## config.mk

```make
export PLATFORM = sky130hd
export DESIGN_NAME = rscs_top
export DESIGN_NICKNAME = d
export VERILOG_FILES = /design/src/rtl/rscs_pkg.sv /design/src/rtl/rscs_strap_if.sv /design/src/rtl/rscs_decode.sv /design/src/rtl/rscs_top.sv
export SDC_FILE = /design/constraint.sdc
export NUM_CORES = 1
export LEC_CHECK = 0
export ABC_AREA = 1
export BUFFER_PORTS_ARGS = -buffer_cell sky130_fd_sc_hd__buf_2
export CAP_MARGIN = 20
export CORE_ASPECT_RATIO = 1.1
export CORE_MARGIN = 1
export CORE_UTILIZATION = 35
export CTS_BUF_LIST = sky130_fd_sc_hd__clkbuf_16
export CTS_CLUSTER_DIAMETER = 40
export DETAILED_ROUTE_END_ITERATION = 10
export PLACE_DENSITY = 0.64
export SLEW_MARGIN = 20
export SYNTH_ARGS = -nofsm -noshare
export SYNTH_HDL_FRONTEND = slang
export SYNTH_SLANG_ARGS = --single-unit
```

## constraint.sdc

```tcl
create_clock -name i_sys_clk -period 12.2 [get_ports i_sys_clk]
set_clock_uncertainty 0.1 [all_clocks]
set_input_delay 0.61 -clock i_sys_clk [delete_from_list [all_inputs] [get_ports i_sys_clk]]
set_output_delay 0.61 -clock i_sys_clk [all_outputs]
set_load 0.1 [all_outputs]
```

## src/rtl/rscs_pkg.sv

```systemverilog
// What this block does
// - capture every gpio pin when master reset is released; build initial setup
// - captured pin 9 picks main serial port: low spi, high i2c
// - no select pins designated: pins 3..0 form index, floating gives 15
// - select pins may be scattered; lowest pin is lsb, highest is msb
// - fewer than four select pins fill low bits, upper bits zero
// - more than four select pins concatenate into a wider selection word
// - info record may move selection to any set of up to eight pins
// - index picks stored configuration; ignored when no configurations are stored
// - designated address pin gives slave address bit two, else zero
// - several address pins designated: only the highest-numbered one counts
// - address bit two selection ignored when port strapped to spi
// - high on an eeprom-disable pin stops eeprom reads at start-up
// - no eeprom-disable pin designated: eeprom search attempted whenever port is i2c
// - several eeprom-disable pins are ored together
// - strap-derived port and address settings stay writable by later serial-port accesses
// - address and port setup may be replaced by later loaded configuration
// - with nothing loaded, defaults disable clock outputs, gpios are inputs
// - reset sequence enables regulators with strap decode, loads stored setup, clocks, calibrates, locks loop
// - initial setup comes from straps, stored config, eeprom and defaults
// - pin roles come from the info record; unprogrammed parts use defaults
// - stored configuration failing checksum is skipped, registers stay default
// - eeprom search skipped whenever port is spi when the eeprom step starts
package rscs_pkg;
  localparam int RSCS_NUM_GPIO = 16;
  localparam int RSCS_SEL_MAX = 8;
  localparam int RSCS_IDX_W = 4;
  localparam int RSCS_PORT_PIN = 9;
  localparam int RSCS_GUARD_PIN = 8;
  localparam logic [RSCS_NUM_GPIO-1:0] RSCS_DEF_SEL_MASK = 16'h000F;
  localparam logic RSCS_PORT_SPI = 1'h0;
  localparam logic RSCS_PORT_I2C = 1'h1;
  localparam int RSCS_NUM_OUT = 12;
  localparam logic [RSCS_NUM_OUT-1:0] RSCS_OUT_EN_RST = 12'h000;
  localparam logic [RSCS_NUM_GPIO-1:0] RSCS_GPIO_OE_RST = 16'h0000;
  localparam int RSCS_CFG_W = 32;
  localparam int RSCS_CAL_TIME_NS = 1000;
  localparam int RSCS_CLK_NS = 8;
  localparam int RSCS_CAL_CYC = (RSCS_CAL_TIME_NS + RSCS_CLK_NS - 1) / RSCS_CLK_NS;
  localparam logic [7:0] RSCS_CAL_CYC_T = 8'(RSCS_CAL_CYC);

  typedef enum logic [8:0] {
    RSCS_ST_RESET = 9'h001,
    RSCS_ST_LOAD = 9'h002,
    RSCS_ST_OTP = 9'h004,
    RSCS_ST_EEPROM = 9'h008,
    RSCS_ST_REG = 9'h010,
    RSCS_ST_CLK = 9'h020,
    RSCS_ST_CAL = 9'h040,
    RSCS_ST_LOCK = 9'h080,
    RSCS_ST_RUN = 9'h100
  } rscs_state_e;
endpackage : rscs_pkg

```

## src/rtl/rscs_strap_if.sv

```systemverilog
`timescale 1ns/1ps
interface rscs_strap_if #(parameter int NG = 16, parameter int SW = 8);
  logic [NG-1:0] pins;
  logic [NG-1:0] sel_mask;
  logic [NG-1:0] ee_mask;
  logic [NG-1:0] addr_mask;
  logic [SW-1:0] sel_word;
  logic [3:0] sel_count;
  logic ee_dis;
  logic addr_bit;
  modport dec (input pins, sel_mask, ee_mask, addr_mask, output sel_word, sel_count, ee_dis, addr_bit);
  modport ctl (output pins, sel_mask, ee_mask, addr_mask, input sel_word, sel_count, ee_dis, addr_bit);
endinterface : rscs_strap_if

```

## src/rtl/rscs_decode.sv

```systemverilog
`timescale 1ns/1ps
module rscs_decode
  import rscs_pkg::*;
#(
  parameter int NG = RSCS_NUM_GPIO,
  parameter int SW = RSCS_SEL_MAX
) (
  rscs_strap_if.dec s
);
  // gather masked pins low to high so the lowest pin lands in the lsb
  always_comb begin
    logic [SW-1:0] w;
    logic [3:0] n;
    logic a;
    w = '0;
    n = '0;
    a = 1'b0;
    for (int i = 0; i < NG; i++) begin
      if (s.sel_mask[i] && (n < 4'(SW))) begin
        w[n[2:0]] = s.pins[i];
        n = n + 4'h1;
      end
      if (s.addr_mask[i]) begin
        a = s.pins[i];
      end
    end
    s.sel_word = w;
    s.sel_count = n;
    s.addr_bit = a;
    s.ee_dis = |(s.pins & s.ee_mask);
  end
endmodule : rscs_decode

```

## src/rtl/rscs_top.sv

```systemverilog
`timescale 1ns/1ps
module rscs_top
  import rscs_pkg::*;
#(
  parameter int NG = RSCS_NUM_GPIO,
  parameter int SW = RSCS_SEL_MAX,
  parameter int NO = RSCS_NUM_OUT
) (
  input wire logic i_sys_clk,
  input wire logic i_srst,
  input wire logic i_master_reset_low,
  input wire logic [NG-1:0] i_gpio,
  input wire logic i_info_valid,
  input wire logic [NG-1:0] i_info_sel_mask,
  input wire logic [NG-1:0] i_info_ee_mask,
  input wire logic [NG-1:0] i_info_addr_mask,
  input wire logic [4:0] i_otp_cfg_count,
  input wire logic i_otp_done,
  input wire logic i_otp_csum_ok,
  input wire logic i_ee_done,
  input wire logic i_ee_cfg_valid,
  input wire logic i_ee_port_i2c,
  input wire logic i_ee_addr_bit,
  input wire logic i_otp_port_valid,
  input wire logic i_otp_port_i2c,
  input wire logic i_otp_addr_bit,
  input wire logic i_wr_port_en,
  input wire logic i_wr_port_i2c,
  input wire logic i_wr_addr_en,
  input wire logic i_wr_addr_bit,
  input wire logic i_pll_locked,
  output logic o_port_i2c,
  output logic o_slave_addr_bit_two,
  output logic [SW-1:0] o_cfg_index,
  output logic o_otp_load_req,
  output logic o_ee_search_req,
  output logic o_ee_skip,
  output logic o_reg_en,
  output logic o_clk_en,
  output logic o_cal_start,
  output logic o_lock_req,
  output logic o_ready,
  output logic o_use_defaults,
  output logic o_guard_fault,
  output logic [NO-1:0] o_out_en,
  output logic [NG-1:0] o_gpio_oe,
  output logic [NG-1:0] o_startup_register_image
);
  typedef struct packed {
    rscs_state_e st;
    logic mr_q;
    logic [NG-1:0] cap;
    logic cap_valid;
    logic port_i2c;
    logic addr_bit;
    logic [SW-1:0] idx;
    logic ee_dis;
    logic otp_req;
    logic ee_req;
    logic ee_skip;
    logic reg_en;
    logic clk_en;
    logic cal_start;
    logic lock_req;
    logic ready;
    logic use_def;
    logic guard_fault;
    logic [7:0] cnt;
  } rscs_state_s;

  rscs_state_s r_q;
  rscs_state_s r_d;

  rscs_strap_if #(.NG(NG), .SW(SW)) s_if ();

  rscs_decode #(.NG(NG), .SW(SW)) u_dec (
    .s(s_if)
  );

  // roles come from the info record; a part without one keeps pins 3..0
  assign s_if.pins = r_q.cap;
  assign s_if.sel_mask = (i_info_valid && (i_info_sel_mask != '0)) ? i_info_sel_mask : NG'(RSCS_DEF_SEL_MASK);
  assign s_if.ee_mask = i_info_valid ? i_info_ee_mask : '0;
  assign s_if.addr_mask = i_info_valid ? i_info_addr_mask : '0;

  always_comb begin
    r_d = r_q;
    r_d.mr_q = i_master_reset_low;
    r_d.cal_start = 1'b0;
    // guard pin watched while master reset is low; flags a bad board
    if (!i_master_reset_low && !i_gpio[RSCS_GUARD_PIN]) begin
      r_d.guard_fault = 1'b1;
    end
    if (!i_master_reset_low) begin
      r_d.st = RSCS_ST_RESET;
      r_d.cap_valid = 1'b0;
      r_d.otp_req = 1'b0;
      r_d.ee_req = 1'b0;
      r_d.reg_en = 1'b0;
      r_d.clk_en = 1'b0;
      r_d.lock_req = 1'b0;
      r_d.ready = 1'b0;
      r_d.use_def = 1'b1;
      r_d.ee_skip = 1'b0;
    end else if (!r_q.mr_q) begin
      // rising edge of master reset: take every pin once, hold through the next reset until the next release
      r_d.cap = i_gpio;
      r_d.cap_valid = 1'b1;
      r_d.st = RSCS_ST_LOAD;
    end else begin
      case (r_q.st)
        RSCS_ST_RESET: begin
          r_d.st = RSCS_ST_RESET;
        end
        RSCS_ST_LOAD: begin
          // decode waits one cycle so the captured pins are stable
          r_d.port_i2c = r_q.cap[RSCS_PORT_PIN];
          r_d.addr_bit = r_q.cap[RSCS_PORT_PIN] ? s_if.addr_bit : 1'b0;
          r_d.idx = s_if.sel_word;
          r_d.ee_dis = s_if.ee_dis;
          r_d.reg_en = 1'b1;
          r_d.use_def = 1'b1;
          if (i_otp_cfg_count != 5'h00) begin
            r_d.otp_req = 1'b1;
            r_d.st = RSCS_ST_OTP;
          end else begin
            r_d.st = RSCS_ST_EEPROM;
          end
        end
        RSCS_ST_OTP: begin
          if (i_otp_done) begin
            r_d.otp_req = 1'b0;
            if (i_otp_csum_ok) begin
              r_d.use_def = 1'b0;
              if (i_otp_port_valid) begin
                r_d.port_i2c = i_otp_port_i2c;
                r_d.addr_bit = i_otp_addr_bit;
              end
            end
            // bad checksum: nothing applied, defaults remain
            r_d.st = RSCS_ST_EEPROM;
          end
        end
        RSCS_ST_EEPROM: begin
          // no i2c master pins in spi mode, so the search cannot run
          if (r_q.ee_dis || !r_q.port_i2c) begin
            r_d.ee_skip = 1'b1;
            r_d.st = RSCS_ST_REG;
          end else if (!r_q.ee_req) begin
            r_d.ee_req = 1'b1;
            r_d.ee_skip = 1'b0;
          end else if (i_ee_done) begin
            r_d.ee_req = 1'b0;
            if (i_ee_cfg_valid) begin
              r_d.use_def = 1'b0;
              r_d.port_i2c = i_ee_port_i2c;
              r_d.addr_bit = i_ee_addr_bit;
            end
            r_d.st = RSCS_ST_REG;
          end
        end
        RSCS_ST_REG: begin
          r_d.clk_en = 1'b1;
          r_d.st = RSCS_ST_CLK;
        end
        RSCS_ST_CLK: begin
          r_d.cal_start = 1'b1;
          r_d.cnt = RSCS_CAL_CYC_T;
          r_d.st = RSCS_ST_CAL;
        end
        RSCS_ST_CAL: begin
          if (r_q.cnt == 8'h00) begin
            r_d.lock_req = 1'b1;
            r_d.st = RSCS_ST_LOCK;
          end else begin
            r_d.cnt = r_q.cnt - 8'h01;
          end
        end
        RSCS_ST_LOCK: begin
          if (i_pll_locked) begin
            r_d.ready = 1'b1;
            r_d.st = RSCS_ST_RUN;
          end
        end
        RSCS_ST_RUN: begin
          r_d.st = RSCS_ST_RUN;
        end
        default: begin
          r_d.st = RSCS_ST_RESET;
        end
      endcase
      // serial-port writes override strap results at any time after capture
      if (r_q.cap_valid && i_wr_port_en) begin
        r_d.port_i2c = i_wr_port_i2c;
      end
      if (r_q.cap_valid && i_wr_addr_en) begin
        r_d.addr_bit = i_wr_addr_bit;
      end
    end
  end

  always_ff @(posedge i_sys_clk) begin
    if (i_srst) begin
      r_q <= '0;
      r_q.st <= RSCS_ST_RESET;
      r_q.port_i2c <= RSCS_PORT_I2C;
      r_q.use_def <= 1'b1;
    end else begin
      r_q <= r_d;
    end
  end

  // outputs and gpio directions: defaults are off/input
  always_ff @(posedge i_sys_clk) begin
    if (i_srst) begin
      o_port_i2c <= RSCS_PORT_I2C;
      o_slave_addr_bit_two <= 1'b0;
      o_cfg_index <= '0;
      o_otp_load_req <= 1'b0;
      o_ee_search_req <= 1'b0;
      o_ee_skip <= 1'b0;
      o_reg_en <= 1'b0;
      o_clk_en <= 1'b0;
      o_cal_start <= 1'b0;
      o_lock_req <= 1'b0;
      o_ready <= 1'b0;
      o_use_defaults <= 1'b1;
      o_guard_fault <= 1'b0;
      o_out_en <= NO'(RSCS_OUT_EN_RST);
      o_gpio_oe <= NG'(RSCS_GPIO_OE_RST);
      o_startup_register_image <= '0;
    end else begin
      o_port_i2c <= r_d.port_i2c;
      o_slave_addr_bit_two <= r_d.addr_bit;
      o_cfg_index <= r_d.idx;
      o_otp_load_req <= r_d.otp_req;
      o_ee_search_req <= r_d.ee_req;
      o_ee_skip <= r_d.ee_skip;
      o_reg_en <= r_d.reg_en;
      o_clk_en <= r_d.clk_en;
      o_cal_start <= r_d.cal_start;
      o_lock_req <= r_d.lock_req;
      o_ready <= r_d.ready;
      o_use_defaults <= r_d.use_def;
      o_guard_fault <= r_d.guard_fault;
      o_out_en <= NO'(RSCS_OUT_EN_RST);
      o_gpio_oe <= NG'(RSCS_GPIO_OE_RST);
      o_startup_register_image <= r_d.cap;
    end
  end
endmodule : rscs_top
```

After elaboration in Yosys (flattened, before gate mapping):

Cells that the tools add are included.

* register bits after elaboration: 56
* bits of input ports: 87
* output and inout bits: 64

* $add $sub $neg: 15
* $lt $le $gt $ge: 45
* equal/unequal tests: 40
* multiplexer cells: 146
* bitwise gates (word level): 4
* reduce and logical (&&, ||, !) cells: 64

Operators with widths (number)
* two-way mux 8 bit: 16
* bitwise mux 8 bit: 15
* one-hot mux 9 bit (8 select lines): 1
* two-way mux 16 bit: 4
* two-way mux 9 bit: 7
* two-way mux 4 bit: 15
* two-way mux 1 bit: 57
* != test 3 bit (second input constant): 19
* < comparator 3 x 4 -> 1 bit (second input constant): 14
* < comparator 4 bit (second input constant): 14
* adder 4 x 1 -> 4 bit (second input constant): 13
* demux 1 bit (select 3 bit): 15
* greater-or-equal comparator 3 x 1 -> 1 bit (second input constant): 14
* logical AND 1 bit: 34
* two-way mux 20 bit: 1
* != test 2 bit (second input constant): 10
* AND reduction 10 bit: 2
* two-way mux 2 bit: 9
* two-way mux 17 bit: 1
* bitwise AND 16 bit: 1
* one-hot mux 8 bit (2 select lines): 1
* nonzero test 16 bit: 1
* OR reduction 16 bit: 1
* AND reduction 3 bit: 5
* other kinds (32): 44

Longest topological paths before layout:

* word-level depth: 55
* depth in mapped cells: 61

Cells and area by module:

Synthesis repeated with hierarchy kept, for this count alone.

* cells, all modules: 1248
* area total of the unflattened synthesis: 7457.2 um2

Modules (own cells, without submodules)
* rscs_decode: instances 1, cells an instance 685, area an instance 3803.6 um2, seq. area each 0.0 um2
* rscs_top: instances 1, cells an instance 563, area an instance 3653.5 um2, seq. area each 1121.1 um2

Worst setup path before layout:

OpenSTA, ideal clock, no wires.

* path type: input-to-reg
* start: input i_info_sel_mask[2]
* end: register o_cfg_index[2]
* setup time: 0.070 ns
* data arrival time: 7.166 ns
* setup slack: 4.863 ns
* cell stages on the path: 53
* path through: nor2_1 nand2_1 nor2_4 nand2_4 nand2_2 nor2_1 inv_1 fa_1 inv_1 nand4_1 nand2_4 inv_1 ha_1 nand2_1 nand2_1 ha_1 inv_1 o21ai_2 (+17 left out) nor2_2 inv_1 nand2_1 ha_1 nand2_1 o21ai_2 xnor2_1 nand2_1 nand2_1 ha_1 inv_1 nand4_1 nand2_1 a21oi_1 nand2_1 nand2_1 nand3_1 a21oi_1

* cells in the longest elaborated chain, start to end: 55
* elaborated cells on any way between the ends: 170
* classes of those cells: add/sub (14); order compare (45); mux (79); reduce/logical (32)

RTL lines
* start, declared: line rscs_top.sv:14 `input wire logic [NG-1:0] i_info_sel_mask,`
* nonzero test 16 bit: line rscs_top.sv:82 `assign s_if.sel_mask = (i_info_valid && (i_info_sel_mask != '0)) ? i_info_sel_mask : NG'(RSCS_DEF_SEL_MASK);`
* logical AND 1 bit: line rscs_top.sv:82
* two-way mux 16 bit (*): line rscs_top.sv:82
* two-way mux 1 bit: line rscs_decode.sv:19 `if (s.sel_mask[i] && (n < 4'(SW))) begin`
* < comparator 1 x 4 -> 1 bit: line rscs_decode.sv:19, rscs_decode.sv:20
* logical AND 1 bit: line rscs_decode.sv:19
* two-way mux 4 bit: line rscs_decode.sv:19
* < comparator 4 bit: line rscs_decode.sv:19
* (+39 left out)
* logical AND 1 bit (not written as such): line rscs_decode.sv:20 `w[n[2:0]] = s.pins[i];`
* two-way mux 1 bit (not written as such): line rscs_decode.sv:20
* demux 1 bit (select 3 bit)
* bitwise mux 8 bit: line rscs_decode.sv:20
* two-way mux 8 bit (*): line rscs_decode.sv:19
* two-way mux 9 bit (*): line rscs_top.sv:111 `case (r_q.st)`
* two-way mux 20 bit (*): line rscs_top.sv:105 `end else if (!r_q.mr_q) begin`
* two-way mux 11 bit (*): line rscs_top.sv:94 `if (!i_master_reset_low) begin`
* end signal, assigned: line rscs_top.sv:235 `o_cfg_index <= r_d.idx;`
* end, declared: line rscs_top.sv:34 `output logic [SW-1:0] o_cfg_index,`

Every way passes the cells marked *; elsewhere a longest branch is shown, timed or not. The select of a mux whose other input is x is not followed.
A chain may end at the register's enable or synchronous reset.

Worst setup path in the final report:

* start: input i_info_sel_mask[10]
* end: register o_cfg_index[7]

The elaborated chain is that of the path after synthesis.

==> results.tsv <==
stage	metric	value	unit
synthesis	yosys_warnings	0	
global_route	grt_start_max_net_pins	29	
synthesis	synth_cell_types	55	
floorplanning	die-area	0.0195	mm2
synthesis	syn_avg_cell_area	6.07	um2
setup_path	cp-start-kind	input port	
synthesis	yosysTopAreaCellShare	0.169	
routing	num_vias	7132	
sta	worst_slew_pin_slew	787	ps
synthesis	async_reset_ff_frac	0	
routing	drt-initial-drc-count	389	
place	dp_hpwl	16.6	mm
global_route	grt_pass1_vias	6575	
floorplanning	start_util	0.359	
pwr	power_density	130	mW/mm2
routing	drc	0	
floorplanning	die_w	133	um
layout	multi_input_area	0.00460	mm2
setup_path	crit_type	input port to flop	
clock_network	clk_latency	290	ps
setup_path	crit_fanout	9	
setup_path	worstPathArrival	8240	ps
floorplanning	dieHeight	146	um
setup_path	slowest_stage	fa_1	
setup_path	endpoint_kind	flop	
routing	wl	19.9	mm
sta	slew_headroom	0.474	
routing	antenna_left	0	
sta	timing.final.hold_violations	0	
routing	routedWlPerCell	13.9	um
clock_network	clk_pin_slew_worst_paths	70	ps
synthesis	synth-seq-cells	56	
sta	period_minus_slack	8120	ps
synthesis	ys_top_cells_by_area	dfxtp_1, nand2_1, inv_1	
min_path	hold_class	flop to flop	
layout	final_nets	1287	
sta	setup_viol	0	
synthesis	synthFlopType	dfxtp_1	
pwr	leakage	3.78	nW
global_route	overflow	0	
layout	final_util	0.401	
layout	ff_latch_area	0.00112	mm2
pwr	peakVddDrop	62.8	uV
clock_network	clock_sinks	56	
sta	hold_ws	366	ps
layout	n_fill_cell	2067	
sta	final.period_utilization	0.666	
routing	dr.pass1.iters	5	
sta	max_freq	0.123	GHz
synthesis	yosysTopAreaCell	dfxtp_1	
flow_run	maxCapViolCount	0	
routing	post_drt_via_cell_ratio	4.99	
layout	areaGrowthSynthToFinish	11.6	%
place	gp_congestion	0.952	
synthesis	synth_edf_count	0	
place	io_buffers	122	
floorplanning	rows	52	
clock_network	cts_setup_buffers	0	
global_route	track_usage	0.200	
synthesis	synth_area	0.00664	mm2
setup_path	critPathMaxStageDelay	490	ps
run_status	status	finished clean	
global_route	grt_pass1_wl	31.8	mm
floorplanning	ios	151	
clock_network	cts.htree.levels	2	
floorplanning	core_area	0.0185	mm2
place	pre_cts_slack	3800	ps
sta	rsz0062_at_grt	false	
clock_network	cts_resized	0	
clock_network	clockBufferDepth	2	
setup_path	crit_path_frequent_cell	nand2_1	
clock_network	cts_root_buffer	clkbuf_16	
clock_network	cts_buffers	5	
clock_network	tritoncts	yes	
sta	final-max-slew-violation-count	0	
sta	setup_tns	0	ps
pwr	total_power	0.965	mW
clock_network	ctsHoldBuffers	0	
sta	setup_ws	4080	ps
setup_path	cp.required	12320	ps
layout	drive_gt1_frac	0.218	
global_route	grt_antenna_before_repair	2	
synthesis	syn_inst	1094	
synthesis	seq_area_frac_synth	0.169	
cell type report:
class                           count  area share
Inverter                          155      0.0789
Antenna cell                        1    0.000338
Clock inverter                      2     0.00811
Timing Repair Buffer              122      0.0824
Clock buffer                        5      0.0169
Sequential cell                    56       0.151
Tap cell                          243      0.0411
Multi-Input combinational cell    846       0.621
synth_stat cells, types with 8 or more instances:
cell type and count:
inv_2 30, inv_1 121, clkbuf_1 11, o21ai_0 60, nand3_1 77, nor3_1 16
dfxtp_1 56, nand2_2 29, nor2_4 13, nand2_1 274, a31oi_1 9, buf_4 52
nand2_4 9, o211ai_1 12, mux2i_1 32, nand3_4 8, nor2_1 111, nor2_2 17
a21oi_1 47, nand4_1 27, ha_1 13
registers in the layout (all words and copies together), names as in the netlist:
| register | cells |
|---|---|
| o_cal_start | 1 |
| o_cfg_index | 8 |
| o_clk_en | 1 |
| o_ee_search_req | 1 |
| o_ee_skip | 1 |
| o_guard_fault | 1 |
| o_lock_req | 1 |
| o_otp_load_req | 1 |
| o_port_i2c | 1 |
| o_ready | 1 |
| o_reg_en | 1 |
| o_slave_addr_bit_two | 1 |
| o_startup_register_image | 16 |
| o_use_defaults | 1 |
| r_q | 20 |
cell usage in the layout (no fill, tap or decap), types with 2 or more instances in the layout:
| master | Yosys | final |
|---|---|---|
| o311ai_0 | 2 | 2 |
| o32ai_1 | 2 | 2 |
| o31ai_1 | 3 | 3 |
| a31oi_1 | 9 | 9 |
| o22ai_1 | 4 | 4 |
| inv_2 | 30 | 30 |
| nand2_4 | 9 | 9 |
| nor3_1 | 16 | 16 |
| o21ai_0 | 60 | 60 |
| clkbuf_16 | 0 | 5 |
| conb_1 | 1 | 28 |
| ha_1 | 13 | 13 |
| nand3_2 | 7 | 7 |
| nand4_1 | 27 | 27 |
| a21oi_1 | 47 | 47 |
| buf_2 | 1 | 122 |
| a221oi_1 | 7 | 7 |
| nor2_4 | 13 | 13 |
| nor2_2 | 17 | 17 |
| bufinv_16 | 0 | 2 |
| nand4_2 | 2 | 2 |
| nand3b_1 | 2 | 2 |
| mux2i_1 | 32 | 32 |
| a22o_1 | 2 | 2 |
| nor2_1 | 111 | 111 |
| o221ai_1 | 2 | 2 |
| o21a_1 | 2 | 2 |
| o211ai_1 | 12 | 12 |
| clkinv_1 | 3 | 3 |
| nand3_4 | 8 | 8 |
| nand2_2 | 29 | 29 |
| inv_1 | 121 | 121 |
| o2111ai_1 | 2 | 2 |
| or2_2 | 3 | 3 |
| o21ai_2 | 7 | 7 |
| nand2_1 | 274 | 274 |
| nand3_1 | 77 | 77 |
| nor4_1 | 2 | 2 |
| dfxtp_1 | 56 | 56 |
final timing paths:
kind / start / to / slack, ps / depth (start not counted)
max: i_info_sel_mask[10] / o_cfg_index[7] / 4080 / 54
min: o_cfg_index[5] / o_cfg_index[5] / 370 / 2
max reg2reg: o_startup_register_image[2] / o_cfg_index[1] / 8920 / 24
min reg2reg: o_cfg_index[5] / o_cfg_index[5] / 370 / 2
metal layers:
metal  up-vias  track usage  share of wire
met3        35       0.0250          0.048
met5         -            0        0.00096
li1       3702            -              -
met2       213        0.333           0.45
met4         2       0.0744          0.031
met1      3180        0.263           0.47
cells by family (layout without fill, tap and decap cells):
logic type      count (synthesis)  count (layout)  share of synthesized area
compound gates                168             168                      0.155
mux                            32              32                     0.0482
simple gates                  602             602                      0.443
other cells                     1              29                   0.000565
buf+inv                       219             284                      0.154
fa+ha+maj                      14              14                     0.0275
flops                          56              56                      0.169
xor+xnor                        2               2                    0.00264
worst max-delay path, delay by kind of cell:
kind	cells	cell delay, ps
AO/OA/AOI/OAI	4	630
XOR/XNOR	1	170
adder cells (fa/ha/maj)	8	2360
buffers and inverters	8	630
AND/OR/NAND/NOR	33	3840
where the power goes:
| part | switching (mW) | total, mW | internal (mW) |
|---|---|---|---|
| Clock | 0.0669 | 0.184 | 0.117 |
| Sequential | 0.0105 | 0.198 | 0.188 |
| Combinational | 0.423 | 0.583 | 0.160 |
| Total | 0.500 | 0.965 | 0.465 |
per-stage QoR:
stage / instance area (um2) / cells
after floorplan: 6740 / 1121
after global placement: 7220 / 1422
after detailed placement: 7220 / 1422
after CTS: 7400 / 1429
after global routing: 7400 / 1429
final: 7410 / 1430
(Power assumes the default switching activity.)
